==> src/rtl/ict_params.svh <==
// Purpose: constants for instruction cycle timing block
// Assumes: cycle figures kept in milli-cycles, fractional ones included
// Notes: fractional figures are scaled to milli-cycles for exact sums
`ifndef ICT_PARAMS_SVH
`define ICT_PARAMS_SVH
`define ICT_SLOT_COUNT 4
`define ICT_CPU_SLOT 2'h0
`define ICT_PCB_NOBR 20'h003e8
`define ICT_PCB_BR 20'h007d0
`define ICT_CR_NONIO 20'h010ea
`define ICT_SCR_IO 20'h032c8
`define ICT_LCR_IO 20'h05dc0
`define ICT_LCA_EVEN 20'h01388
`define ICT_LCA_ODD 20'h01770
`define ICT_MCW_EVEN 20'h01770
`define ICT_MCW_ODD 20'h01b58
`define ICT_BR_SIMPLE 20'h01194
`define ICT_BR_CHAR 20'h01770
`define ICT_LIB_BASIC 20'h01194
`define ICT_LIB_RELOC 20'h01770
`define ICT_SIB_BASIC 20'h00fa0
`define ICT_SIB_RELOC 20'h01388
`define ICT_SVI_K 20'h01f40
`define ICT_RVI_K 20'h01b58
`define ICT_MILLI 20'h003e8
`endif

==> src/rtl/ict_pkg.sv <==
// Purpose: types for instruction cycle timing block
// Assumes: nothing beyond the params header
// Notes: cost values are milli-memory-cycles
package ict_pkg;
   typedef enum logic [3:0] {
      ICT_OP_PCB = 4'h0, ICT_OP_SCR = 4'h1, ICT_OP_LCR = 4'h2, ICT_OP_LCA = 4'h3,
      ICT_OP_MCW = 4'h4, ICT_OP_BR = 4'h5, ICT_OP_BCT = 4'h6, ICT_OP_BCC = 4'h7,
      ICT_OP_BCE = 4'h8, ICT_OP_BBE = 4'h9, ICT_OP_LIB = 4'ha, ICT_OP_SIB = 4'hb,
      ICT_OP_SVI = 4'hc, ICT_OP_RVI = 4'hd
   } ict_op_e;
   typedef enum logic [1:0] {
      ICT_PATH_PRESERVE_B = 2'h0, ICT_PATH_DUP_A = 2'h1,
      ICT_PATH_BYPASS_B = 2'h2, ICT_PATH_BYPASS_AB = 2'h3
   } ict_path_e;
   typedef struct packed {
      ict_op_e op;
      logic [7:0] instr_words;
      logic [7:0] field_words;
      logic [7:0] stored_words;
      logic [7:0] source_words;
      logic flag;
   } ict_req_s;
endpackage : ict_pkg

==> src/rtl/ict_timing.sv <==
// Purpose: b-address selection, cycle sharing and instruction cost
// Assumes: requests are single-cycle strobes synchronous to clk
// Notes: cost in milli-cycles so fractional figures stay exact
// Behaviour
// - a-only format: dup takes a, preserve keeps b
// - bypass paths never use b; only the ab bypass also leaves a alone
// - one cycle in four goes to processor
// - pcb costs +1 no branch, +2 taken
// - store control: w+4.33 or w+13
// - load control: w+4.33 or w+24
// - lca: 2n plus 5 even, 6 odd
// - mcw: 2n plus 6 even, 7 odd
// - branch and condition test: +4.5
// - character branches cost +6
// - lib: w+4.5 basic, 2w+6 relocation
// - sib: w+4 basic, 2w+5 relocation
// - svi: stored plus source plus 8
// - rvi costs +7
`timescale 1ns/1ps
`include "ict_params.svh"
module ict_timing #(
   parameter int ADDR_W = 18
) (
   // clock and reset
   input wire logic clk,
   input wire logic rstn,
   // address operand path
   input wire logic addr_valid,
   input wire logic a_only,
   input wire ict_pkg::ict_path_e path,
   input wire logic [ADDR_W-1:0] a_field,
   input wire logic [ADDR_W-1:0] b_field,
   // cost request; flag: taken, i/o, odd or relocation per op
   input wire logic cost_valid,
   input wire ict_pkg::ict_req_s cost_req,
   // results
   output logic [ADDR_W-1:0] a_address_register,
   output logic [ADDR_W-1:0] b_address_register,
   output logic cost_done,
   output logic [19:0] cost_milli,
   // memory cycle allocation
   output logic cpu_cycle,
   output logic io_cycle
);
   initial begin
      if (ADDR_W < 1 || ADDR_W > 32) $error("ict_timing: ADDR_W out of range");
   end
   // words to milli-cycles, used for every per-word term
   function automatic logic [19:0] to_milli(input logic [8:0] n);
      to_milli = 20'(n) * 20'(`ICT_MILLI);
   endfunction : to_milli
   // ===========================================
   // address registers
   logic [ADDR_W-1:0] next_a;
   logic [ADDR_W-1:0] next_b;
   always_comb begin
      next_a = a_address_register;
      next_b = b_address_register;
      if (addr_valid) begin
         case (path)
            ict_pkg::ICT_PATH_DUP_A: begin
               next_a = a_field;
               next_b = a_only ? a_field : b_field;
            end
            ict_pkg::ICT_PATH_PRESERVE_B: begin
               next_a = a_field;
               if (!a_only) next_b = b_field;
            end
            ict_pkg::ICT_PATH_BYPASS_B: begin
               next_a = a_field; // b left alone in any format
            end
            default: begin
               next_a = a_address_register; // neither touched
            end
         endcase
      end
   end
   always_ff @(posedge clk or negedge rstn) begin
      if (!rstn) begin
         a_address_register <= '0;
         b_address_register <= '0;
      end else begin
         a_address_register <= next_a;
         b_address_register <= next_b;
      end
   end
   // ===========================================
   // cost computation
   // every term is in milli-cycles; 20 bits hold three full 255-word terms
   // plus the largest constant, so no sum below can wrap
   // flag meaning depends on the op:
   //    control branch      - branch taken
   //    control registers   - register belongs to i/o
   //    character moves     - field word count is odd
   //    index/barricade     - base relocation fitted
   logic [19:0] next_cost;
   logic [19:0] wi;
   logic [19:0] wf;
   logic [19:0] ws;
   logic [19:0] wr;
   logic f;
   always_comb begin
      wi = to_milli({1'b0, cost_req.instr_words});
      wf = to_milli({1'b0, cost_req.field_words});
      ws = to_milli({1'b0, cost_req.stored_words});
      wr = to_milli({1'b0, cost_req.source_words});
      f = cost_req.flag;
      next_cost = cost_milli;
      if (cost_valid) begin
         case (cost_req.op)
            ict_pkg::ICT_OP_PCB: begin
               // basic model: one cycle over length, two when it branches
               if (f) begin
                  next_cost = wi + `ICT_PCB_BR;
               end else begin
                  next_cost = wi + `ICT_PCB_NOBR;
               end
            end
            ict_pkg::ICT_OP_SCR: begin
               // an i/o register is far slower to store than a local one
               if (f) begin
                  next_cost = wi + wf + `ICT_SCR_IO;
               end else begin
                  next_cost = wi + wf + `ICT_CR_NONIO;
               end
            end
            ict_pkg::ICT_OP_LCR: begin
               // loading an i/o register costs more than storing it
               if (f) begin
                  next_cost = wi + wf + `ICT_LCR_IO;
               end else begin
                  next_cost = wi + wf + `ICT_CR_NONIO;
               end
            end
            ict_pkg::ICT_OP_LCA: begin
               // two cycles per field word; an odd count adds one more
               if (f) begin
                  next_cost = wi + wf + wf + `ICT_LCA_ODD;
               end else begin
                  next_cost = wi + wf + wf + `ICT_LCA_EVEN;
               end
            end
            ict_pkg::ICT_OP_MCW: begin
               // same shape as the a-mark load, one cycle dearer
               if (f) begin
                  next_cost = wi + wf + wf + `ICT_MCW_ODD;
               end else begin
                  next_cost = wi + wf + wf + `ICT_MCW_EVEN;
               end
            end
            ict_pkg::ICT_OP_BR, ict_pkg::ICT_OP_BCT: begin
               // plain branches: fixed overhead, taken or not
               next_cost = wi + `ICT_BR_SIMPLE;
            end
            ict_pkg::ICT_OP_BCC, ict_pkg::ICT_OP_BCE, ict_pkg::ICT_OP_BBE: begin
               // character branches fetch one operand character first
               next_cost = wi + `ICT_BR_CHAR;
            end
            ict_pkg::ICT_OP_LIB: begin
               // relocation moves a second register word
               if (f) begin
                  next_cost = wi + wf + wf + `ICT_LIB_RELOC;
               end else begin
                  next_cost = wi + wf + `ICT_LIB_BASIC;
               end
            end
            ict_pkg::ICT_OP_SIB: begin
               // store side of the index/barricade pair, half a cycle cheaper basic, one cycle cheaper with relocation
               if (f) begin
                  next_cost = wi + wf + wf + `ICT_SIB_RELOC;
               end else begin
                  next_cost = wi + wf + `ICT_SIB_BASIC;
               end
            end
            ict_pkg::ICT_OP_SVI: begin
               // stored words and source words both cost one cycle each
               next_cost = wi + ws + wr + `ICT_SVI_K;
            end
            ict_pkg::ICT_OP_RVI: begin
               // restore has a fixed overhead only
               next_cost = wi + `ICT_RVI_K;
            end
            // an unknown op still answers, so the caller never waits forever
            default: next_cost = 20'h00000; // unknown op costs nothing
         endcase
      end
   end
   always_ff @(posedge clk or negedge rstn) begin
      if (!rstn) begin
         cost_milli <= 20'h00000;
         cost_done <= 1'b0;
      end else begin
         cost_milli <= next_cost;
         cost_done <= cost_valid;
      end
   end
   // ===========================================
   // memory cycle sharing
   ict_slot_gen #(.SLOTS(`ICT_SLOT_COUNT)) u_slot (
      .clk(clk),
      .rstn(rstn),
      .cpu_cycle(cpu_cycle),
      .io_cycle(io_cycle)
   );
endmodule : ict_timing

==> src/rtl/ict_slot_gen.sv <==
// Purpose: memory cycle allocator, one processor slot in four
// Assumes: clk is the memory cycle
// Notes: slot counter free-runs from reset
`timescale 1ns/1ps
`include "ict_params.svh"
module ict_slot_gen #(
   parameter int SLOTS = `ICT_SLOT_COUNT
) (
   // clock and reset
   input wire logic clk,
   input wire logic rstn,
   // allocation
   output logic cpu_cycle,
   output logic io_cycle
);
   initial begin
      if (SLOTS != 4) $error("ict_slot_gen: only four-cycle groups served");
   end
   logic [1:0] slot;
   logic [1:0] next_slot;
   logic next_cpu;
   // ===========================================
   // slot counter
   always_comb begin
      next_slot = slot + 2'h1;
      next_cpu = (next_slot == `ICT_CPU_SLOT);
   end
   always_ff @(posedge clk or negedge rstn) begin
      if (!rstn) begin
         slot <= 2'h0;
         cpu_cycle <= 1'b0;
         io_cycle <= 1'b0;
      end else begin
         slot <= next_slot;
         cpu_cycle <= next_cpu;
         io_cycle <= ~next_cpu; // remaining three go to i/o
      end
   end
endmodule : ict_slot_gen

==> config.mk <==
export PLATFORM = sky130hd
export DESIGN_NAME = ict_timing
export DESIGN_NICKNAME = d
export VERILOG_FILES = /design/src/rtl/ict_pkg.sv /design/src/rtl/ict_timing.sv /design/src/rtl/ict_slot_gen.sv
export VERILOG_INCLUDE_DIRS = /design/src /design/src/rtl
export SDC_FILE = /design/constraint.sdc
export NUM_CORES = 1
export LEC_CHECK = 0
export BUFFER_PORTS_ARGS = -buffer_cell sky130_fd_sc_hd__buf_2
export CAP_MARGIN = 20
export CORE_ASPECT_RATIO = 1.25
export CORE_MARGIN = 5
export CORE_UTILIZATION = 65
export CTS_CLUSTER_DIAMETER = 120
export CTS_CLUSTER_SIZE = 40
export DETAILED_ROUTE_END_ITERATION = 6
export GPL_ROUTABILITY_DRIVEN = 0
export MAX_ROUTING_LAYER = met4
export PLACE_DENSITY = 0.82
export SLEW_MARGIN = 0
export SYNTH_ARGS = -nofsm -noshare
export SYNTH_HDL_FRONTEND = slang
export SYNTH_SLANG_ARGS = --single-unit
==> constraint.sdc <==
create_clock -name clk -period 1.9 [get_ports clk]
set_input_delay 0.38 -clock clk [delete_from_list [all_inputs] [get_ports clk]]
set_output_delay 0.38 -clock clk [all_outputs]
set_load 0.1 [all_outputs]
==> results of run 1 <==
## per-stage QoR
| stage | TNS, ns | setup slack (ns) | util [%] | instances |
|---|---|---|---|---|
| after floorplan | -60.87 | -5.060 | - | 1798 |
| after global placement | -69.42 | -5.220 | 91.47 | 2721 |
| after detailed placement | -74.14 | -5.703 | 91.47 | 2721 |
| after CTS | -64.67 | -5.097 | 96.56 | 2757 |
## timing repair
action / in CTS
pin swaps: 55
setup endpoints to repair: 17
gates resized for setup: 135
buffers inserted: 23
gates cloned: 0
## routing by layer
metal	overflow	global-route usage, %
met1	21	80.53
met3	13	68.04
met2	595	107.4
met4	203	96.03
met5	-	-
## cell families after synthesis
| logic type | synth area share [%] |
|---|---|
| AO/OA/AOI/OAI | 25.64 |
| AND/OR/NAND/NOR | 12.72 |
| adder cells (fa/ha/maj) | 33.31 |
| buffers and inverters | 6.793 |
| XOR/XNOR | 8.374 |
| flip-flops | 10.09 |
| multiplexers | 3.044 |
| other | 0.02520 |
==> results by stage, run 1 <==
Synth:
- The proportion of register bits with asynchronous set or reset after synthesis is 100.0%.
- The synthesized design spends more area on one cell type than any other, namely ha_1.
- The most numerous cell in the Yosys netlist is ha_1.
- The flip-flop and latch count after synthesis is 60.
- The warning count from the yosys run is 0.
- Synthesis produced a netlist whose cell count is 1798.
- The synthesized area per cell is a little over 8 um2.
- The synthesized design contains 0 enable-type register cells.
- Counting instances in the post-synthesis netlist gives the leading cell types as ha_1 (233), inv_1 (198), a21oi_1 (122).
- The leading register cell type out of synthesis is dfrtp_1.
- The fraction of post-synthesis cell area in the top cell type by area is 19.59%.
- The post-synthesis net count is 2213.
- In the post-synthesis netlist, the biggest area contributors are ha_1 (20%), fa_1 (14%), dfrtp_1 (10%).
- The count of different cell masters after synthesis is 93.
- The summed instance area of the synthesized netlist is 14880 um2.
- Of the synthesized area, sequential elements account for 10.09%.

Floorplan:
- From bottom edge to top edge, the die measures 179.2 um.
- The number of placement rows is slightly above 60.
- The die span in x is 145.3 um.
- The number of top-level pins is 139.
- The initial core utilization is 65.25%.

Placed design:
- Detailed placement ended at an HPWL of around 54 mm.
- After detailed placement, the total cell area comes to roughly 21000 um2.
- The count of input and output buffers is 137.

GRT:
- The maximum number of pins on one net before global-route repair is 61.
- The via count of the first global-routing pass is around 27000.
- After global routing the overflow that remains totals 832.
- The first global-routing pass estimated 176.4 mm of wire.
- The global-route usage over all layers is 87.76%.

Status:
- The failing step is global routing.
- The tool reported: "[ERROR GRT-0116] Global routing finished with congestion. Check the congestion regions in the DRC Viewer".
- The run stopped with a tool error.

Clocking:
- Clock tree synthesis inserted a total of 9 buffers.
- The number of sinks handled by clock tree synthesis is 60.
- The longest clock path from root to sink contains 2 buffers.
- The number of hold buffers added after cts is 0.
- The cell at the root of the clock tree is clkbuf_16.
- The H-tree was split into 3 levels.
==> inputs of run 2 (changes only) <==
--- a/config.mk
+++ b/config.mk
@@ -8,15 +8,11 @@
 export LEC_CHECK = 0
 export BUFFER_PORTS_ARGS = -buffer_cell sky130_fd_sc_hd__buf_2
 export CAP_MARGIN = 20
-export CORE_ASPECT_RATIO = 1.25
 export CORE_MARGIN = 5
-export CORE_UTILIZATION = 65
-export CTS_CLUSTER_DIAMETER = 120
-export CTS_CLUSTER_SIZE = 40
+export CORE_UTILIZATION = 40
 export DETAILED_ROUTE_END_ITERATION = 6
 export GPL_ROUTABILITY_DRIVEN = 0
-export MAX_ROUTING_LAYER = met4
-export PLACE_DENSITY = 0.82
+export PLACE_DENSITY_LB_ADDON = 0.15
 export SLEW_MARGIN = 0
 export SYNTH_ARGS = -nofsm -noshare
 export SYNTH_HDL_FRONTEND = slang
==> run 2 against run 1 <==
Net effect:
- the flow now finishes, with violations (setup timing)
- synthesized cell count unchanged
- synthesized area unchanged
==> results by stage, run 2 <==
Status:
- The run finished, with violations left.
- The final reports fail on setup timing.

Timing:
- Static timing analysis puts the maximum clock frequency at between 100 and 150 MHz.
- The smallest hold slack is roughly 0.053 ns.
- The slack of the critical path is -4.861 ns.
- The number of max-slew violations in the final report is 0.
- The worst clock skew is 0.0001109 ns.
- The hold violation total from the final report is 0.
- The final count of negative-setup-slack endpoints is 17.
- The headroom to the max-slew limit is 57.25%.
- In the finished design, the share of the clock period the worst path needs comes to 355.8%.
- For the final routed database, the setup TNS stands at -61.60 ns.
- The transition time of the tightest slew-check pin is 0.6345 ns.
- The routed design could run at a clock period as short as 6.761 ns.
- Setup repair after global routing could not meet its margin everywhere.

Drt:
- The length of the first detailed-routing pass in iterations is 6.
- In this run the remaining antenna-violating nets after routing total 0.
- The via count is around 17000.
- The mean routed wirelength per cell is about 18 um.
- The final layout contains routed wiring with a total length of 55.19 mm.
- The detailed router finished its first iteration with 1098 violations.
- The number of remaining DRC errors is 0.
- After detailed routing, the number of vias per cell comes to 5.535.

Setup path:
- The startpoint identified for the worst register-to-register timing path is cost_milli[18].
- The largest fanout on the critical path is 5.
- In this run the worst setup path begins at cost_req[19].
- The slowest cell on the critical path is fa_1.
- The kind of critical path is input pin to flip-flop.
- The endpoint identified for the worst register-to-register timing path is cost_milli[18].
- The number of cells on the worst reg-to-reg path is 5.
- The element type at the critical path start is an input pin.
- The number of buffers and inverters on the critical path is 6.
- The kind of capture point of the worst setup path is a flip-flop.
- STA puts the critical path data required time at 2.10 ns.
- For the worst setup path, the data arrival time is around 7.0 ns.
- For flop-to-flop paths, the worst setup slack is 0.48 ns.
- The largest stage delay on the critical path is approximately 0.57 ns.
- The critical path depth is 31.
- Grouping stages by cell kind, the critical path spends the most delay in adder cells.

Synth:
- After synthesis, the cell types taking the most area are ha_1 (20%), fa_1 (14%), dfrtp_1 (10%).
- The sequential area share after synthesis came to 10.09% (unchanged).
- The fraction of post-synthesis cell area in the top cell type by area was 19.59% (unchanged).
- The proportion of register bits with asynchronous set or reset after synthesis is 100.0% (unchanged).
- The synthesized design spends more area on one cell type than any other, namely ha_1.
- The count of different cell masters after synthesis is 93 (unchanged).
- The summed instance area of the synthesized netlist is 14880 um2 (unchanged).
- In the synthesized netlist the dominant register cell turns out to be dfrtp_1.
- By count the netlist is led by ha_1 (233), inv_1 (198), a21oi_1 (122).
- The warning count from the yosys run is 0 (unchanged).
- The instance count of the mapped netlist is 1798 (unchanged).
- The number of synthesized flops with an enable pin is 0 (unchanged).
- The flip-flop and latch count after synthesis is 60 (unchanged).
- The synthesized area per cell is 8.277 um2 (unchanged).
- In the post-synthesis netlist, the cell with the most instances is ha_1.
- The post-synthesis net count is 2213 (unchanged).

Cells and area:
- The top cell types in the final layout, fill and taps aside, are buf_4 (585), ha_1 (178), inv_1 (176), buf_2 (133), nand2_1 (111).
- The area taken by multi-input logic gates is 14430 um2.
- The most common library cell in the layout ignoring fill and taps is buf_4.
- The top register by number of flip-flops is cost_milli.
- The final layout contains between 2000 and 3000 nets.
- In the final layout, the registers with the most flip-flops are cost_milli (19), a_address_register (18), b_address_register (18).
- The footprint of the flip-flops and latches is about 1500 um2.
- The register with the most flip-flops in the layout has 19 of them.
- 0 antenna diodes ended up in the layout.
- Compared with the post-synthesis result, the final layout area differs by 57.85%.
- Of the cells placed in the final design, the portion with a size suffix greater than 1 is 43.48%.
- The number of fillers in the final layout is 3032.

Clocking:
- In this run the clock root is driven by a clkbuf_16.
- The TritonCTS clock tree is yes.
- The number of sinks handled by clock tree synthesis is 60 (unchanged).
- The H-tree depth was 3 (unchanged).
- The number of buffers added by the clock tree synthesis step is 9 (unchanged).
- At the later pin of the worst-skew pair, clock insertion delay measures approximately 0.32 ns.
- The maximum clock path buffer count came to 2 (unchanged).
- The number of hold buffers added after cts is 0 (unchanged).
- After clock tree synthesis, the clock-pin slew on the worst setup and hold paths is 0.05 ns.

Floorplan:
- The die covers 41160 um2.
- The height of the die is 202.9 um (+13%).
- The die span in x is 202.9 um (+40%).
- The initial core utilization is 40.55% (-25 points).
- The core region is 36700 um2.
- The number of placement rows is 70 (+13%).
- The number of top-level pins is 139 (unchanged).

Placed design:
- The HPWL after detailed placement is 44.76 mm (-17%).
- The count of input and output buffers is 137 (unchanged).

GRT:
- The initial antenna violation count came to 0.
- The first global-routing pass estimated 87.80 mm of wire.
- The via count of the first global-routing pass is 17050.
- The maximum number of pins on one net before global-route repair is 61.
- The global-route usage over all layers is 25.96%.
- For this run the aggregate overflow at the end of global routing stands at 0.

Run:
- The count of maximum capacitance violations is 0.

Hold path:
- The class of the tightest hold or removal check is input pin to async pin.
## run 2: per-layer routing
layer	wire [um]	GRT usage, %	vias to the layer above	share of wire, %
li1	-	-	7910	-
met1	22350	32.59	7969	41
met2	26870	45.81	563	49
met3	3290	3.290	162	6.0
met4	2671	9.336	0	4.8
met5	0	0	-	0
## run 2: repair_timing
| action | 4_1_cts | 5_1_grt |
|---|---|---|
| buffers inserted | 58 | 16 |
| pin swaps | 111 | 85 |
| gates resized for setup | 204 | 91 |
| endpoints found under the setup margin | 17 | 17 |
| gates cloned | 0 | 0 |
| hold endpoints to repair | 0 | 0 |
## run 2: logic make-up (layout without fill, tap and decap cells)
logic type | Yosys count | count (layout) | synth area share, %
AOI/OAI and AO/OA | 562 | 562 | 25.64
and+or+nand+nor | 394 | 394 | 12.72
muxes | 43 | 43 | 3.044
other | 1 | 1 | 0.02520
buffers and inverters | 265 | 999 | 6.793
adders and majority gates | 335 | 335 | 33.31
xor gates and xnor gates | 138 | 138 | 8.374
DFF | 60 | 60 | 10.09
## run 2: per-stage QoR
stage	setup slack, ns	std cells	area, um2	utilization (%)
detailed placement	-5.396	2918	21160	57.66
floorplan	-5.060	1798	15830	-
global route	-5.078	3000	23490	64.01
finish	-4.861	3000	23490	64.01
CTS	-4.798	2989	22980	62.61
global placement	-5.254	2917	21160	57.65
## run 2: how the worst max path moves through the flow
stage                endpoint  slack [ns]
2_1_floorplan  cost_milli[18]       -5.06
3_3_place_gp   cost_milli[13]       -5.25
3_5_place_dp   cost_milli[17]       -5.40
4_1_cts        cost_milli[18]       -4.80
5_1_grt        cost_milli[17]       -5.08
6_report       cost_milli[17]       -4.86
## run 2: area by class of cell
type / count / share of cell area [%]
Clock buffer: 12 / 1.134
Clock inverter: 4 / 0.2983
Multi-Input combinational cell: 1473 / 61.44
Tap cell: 468 / 2.493
Inverter: 205 / 3.499
Timing Repair Buffer: 778 / 24.75
Sequential cell: 60 / 6.391
Power of run 2 is left out: the tool's default activity adds up to more than one toggle a clock period on the data nets, which glitch-free logic cannot reach.
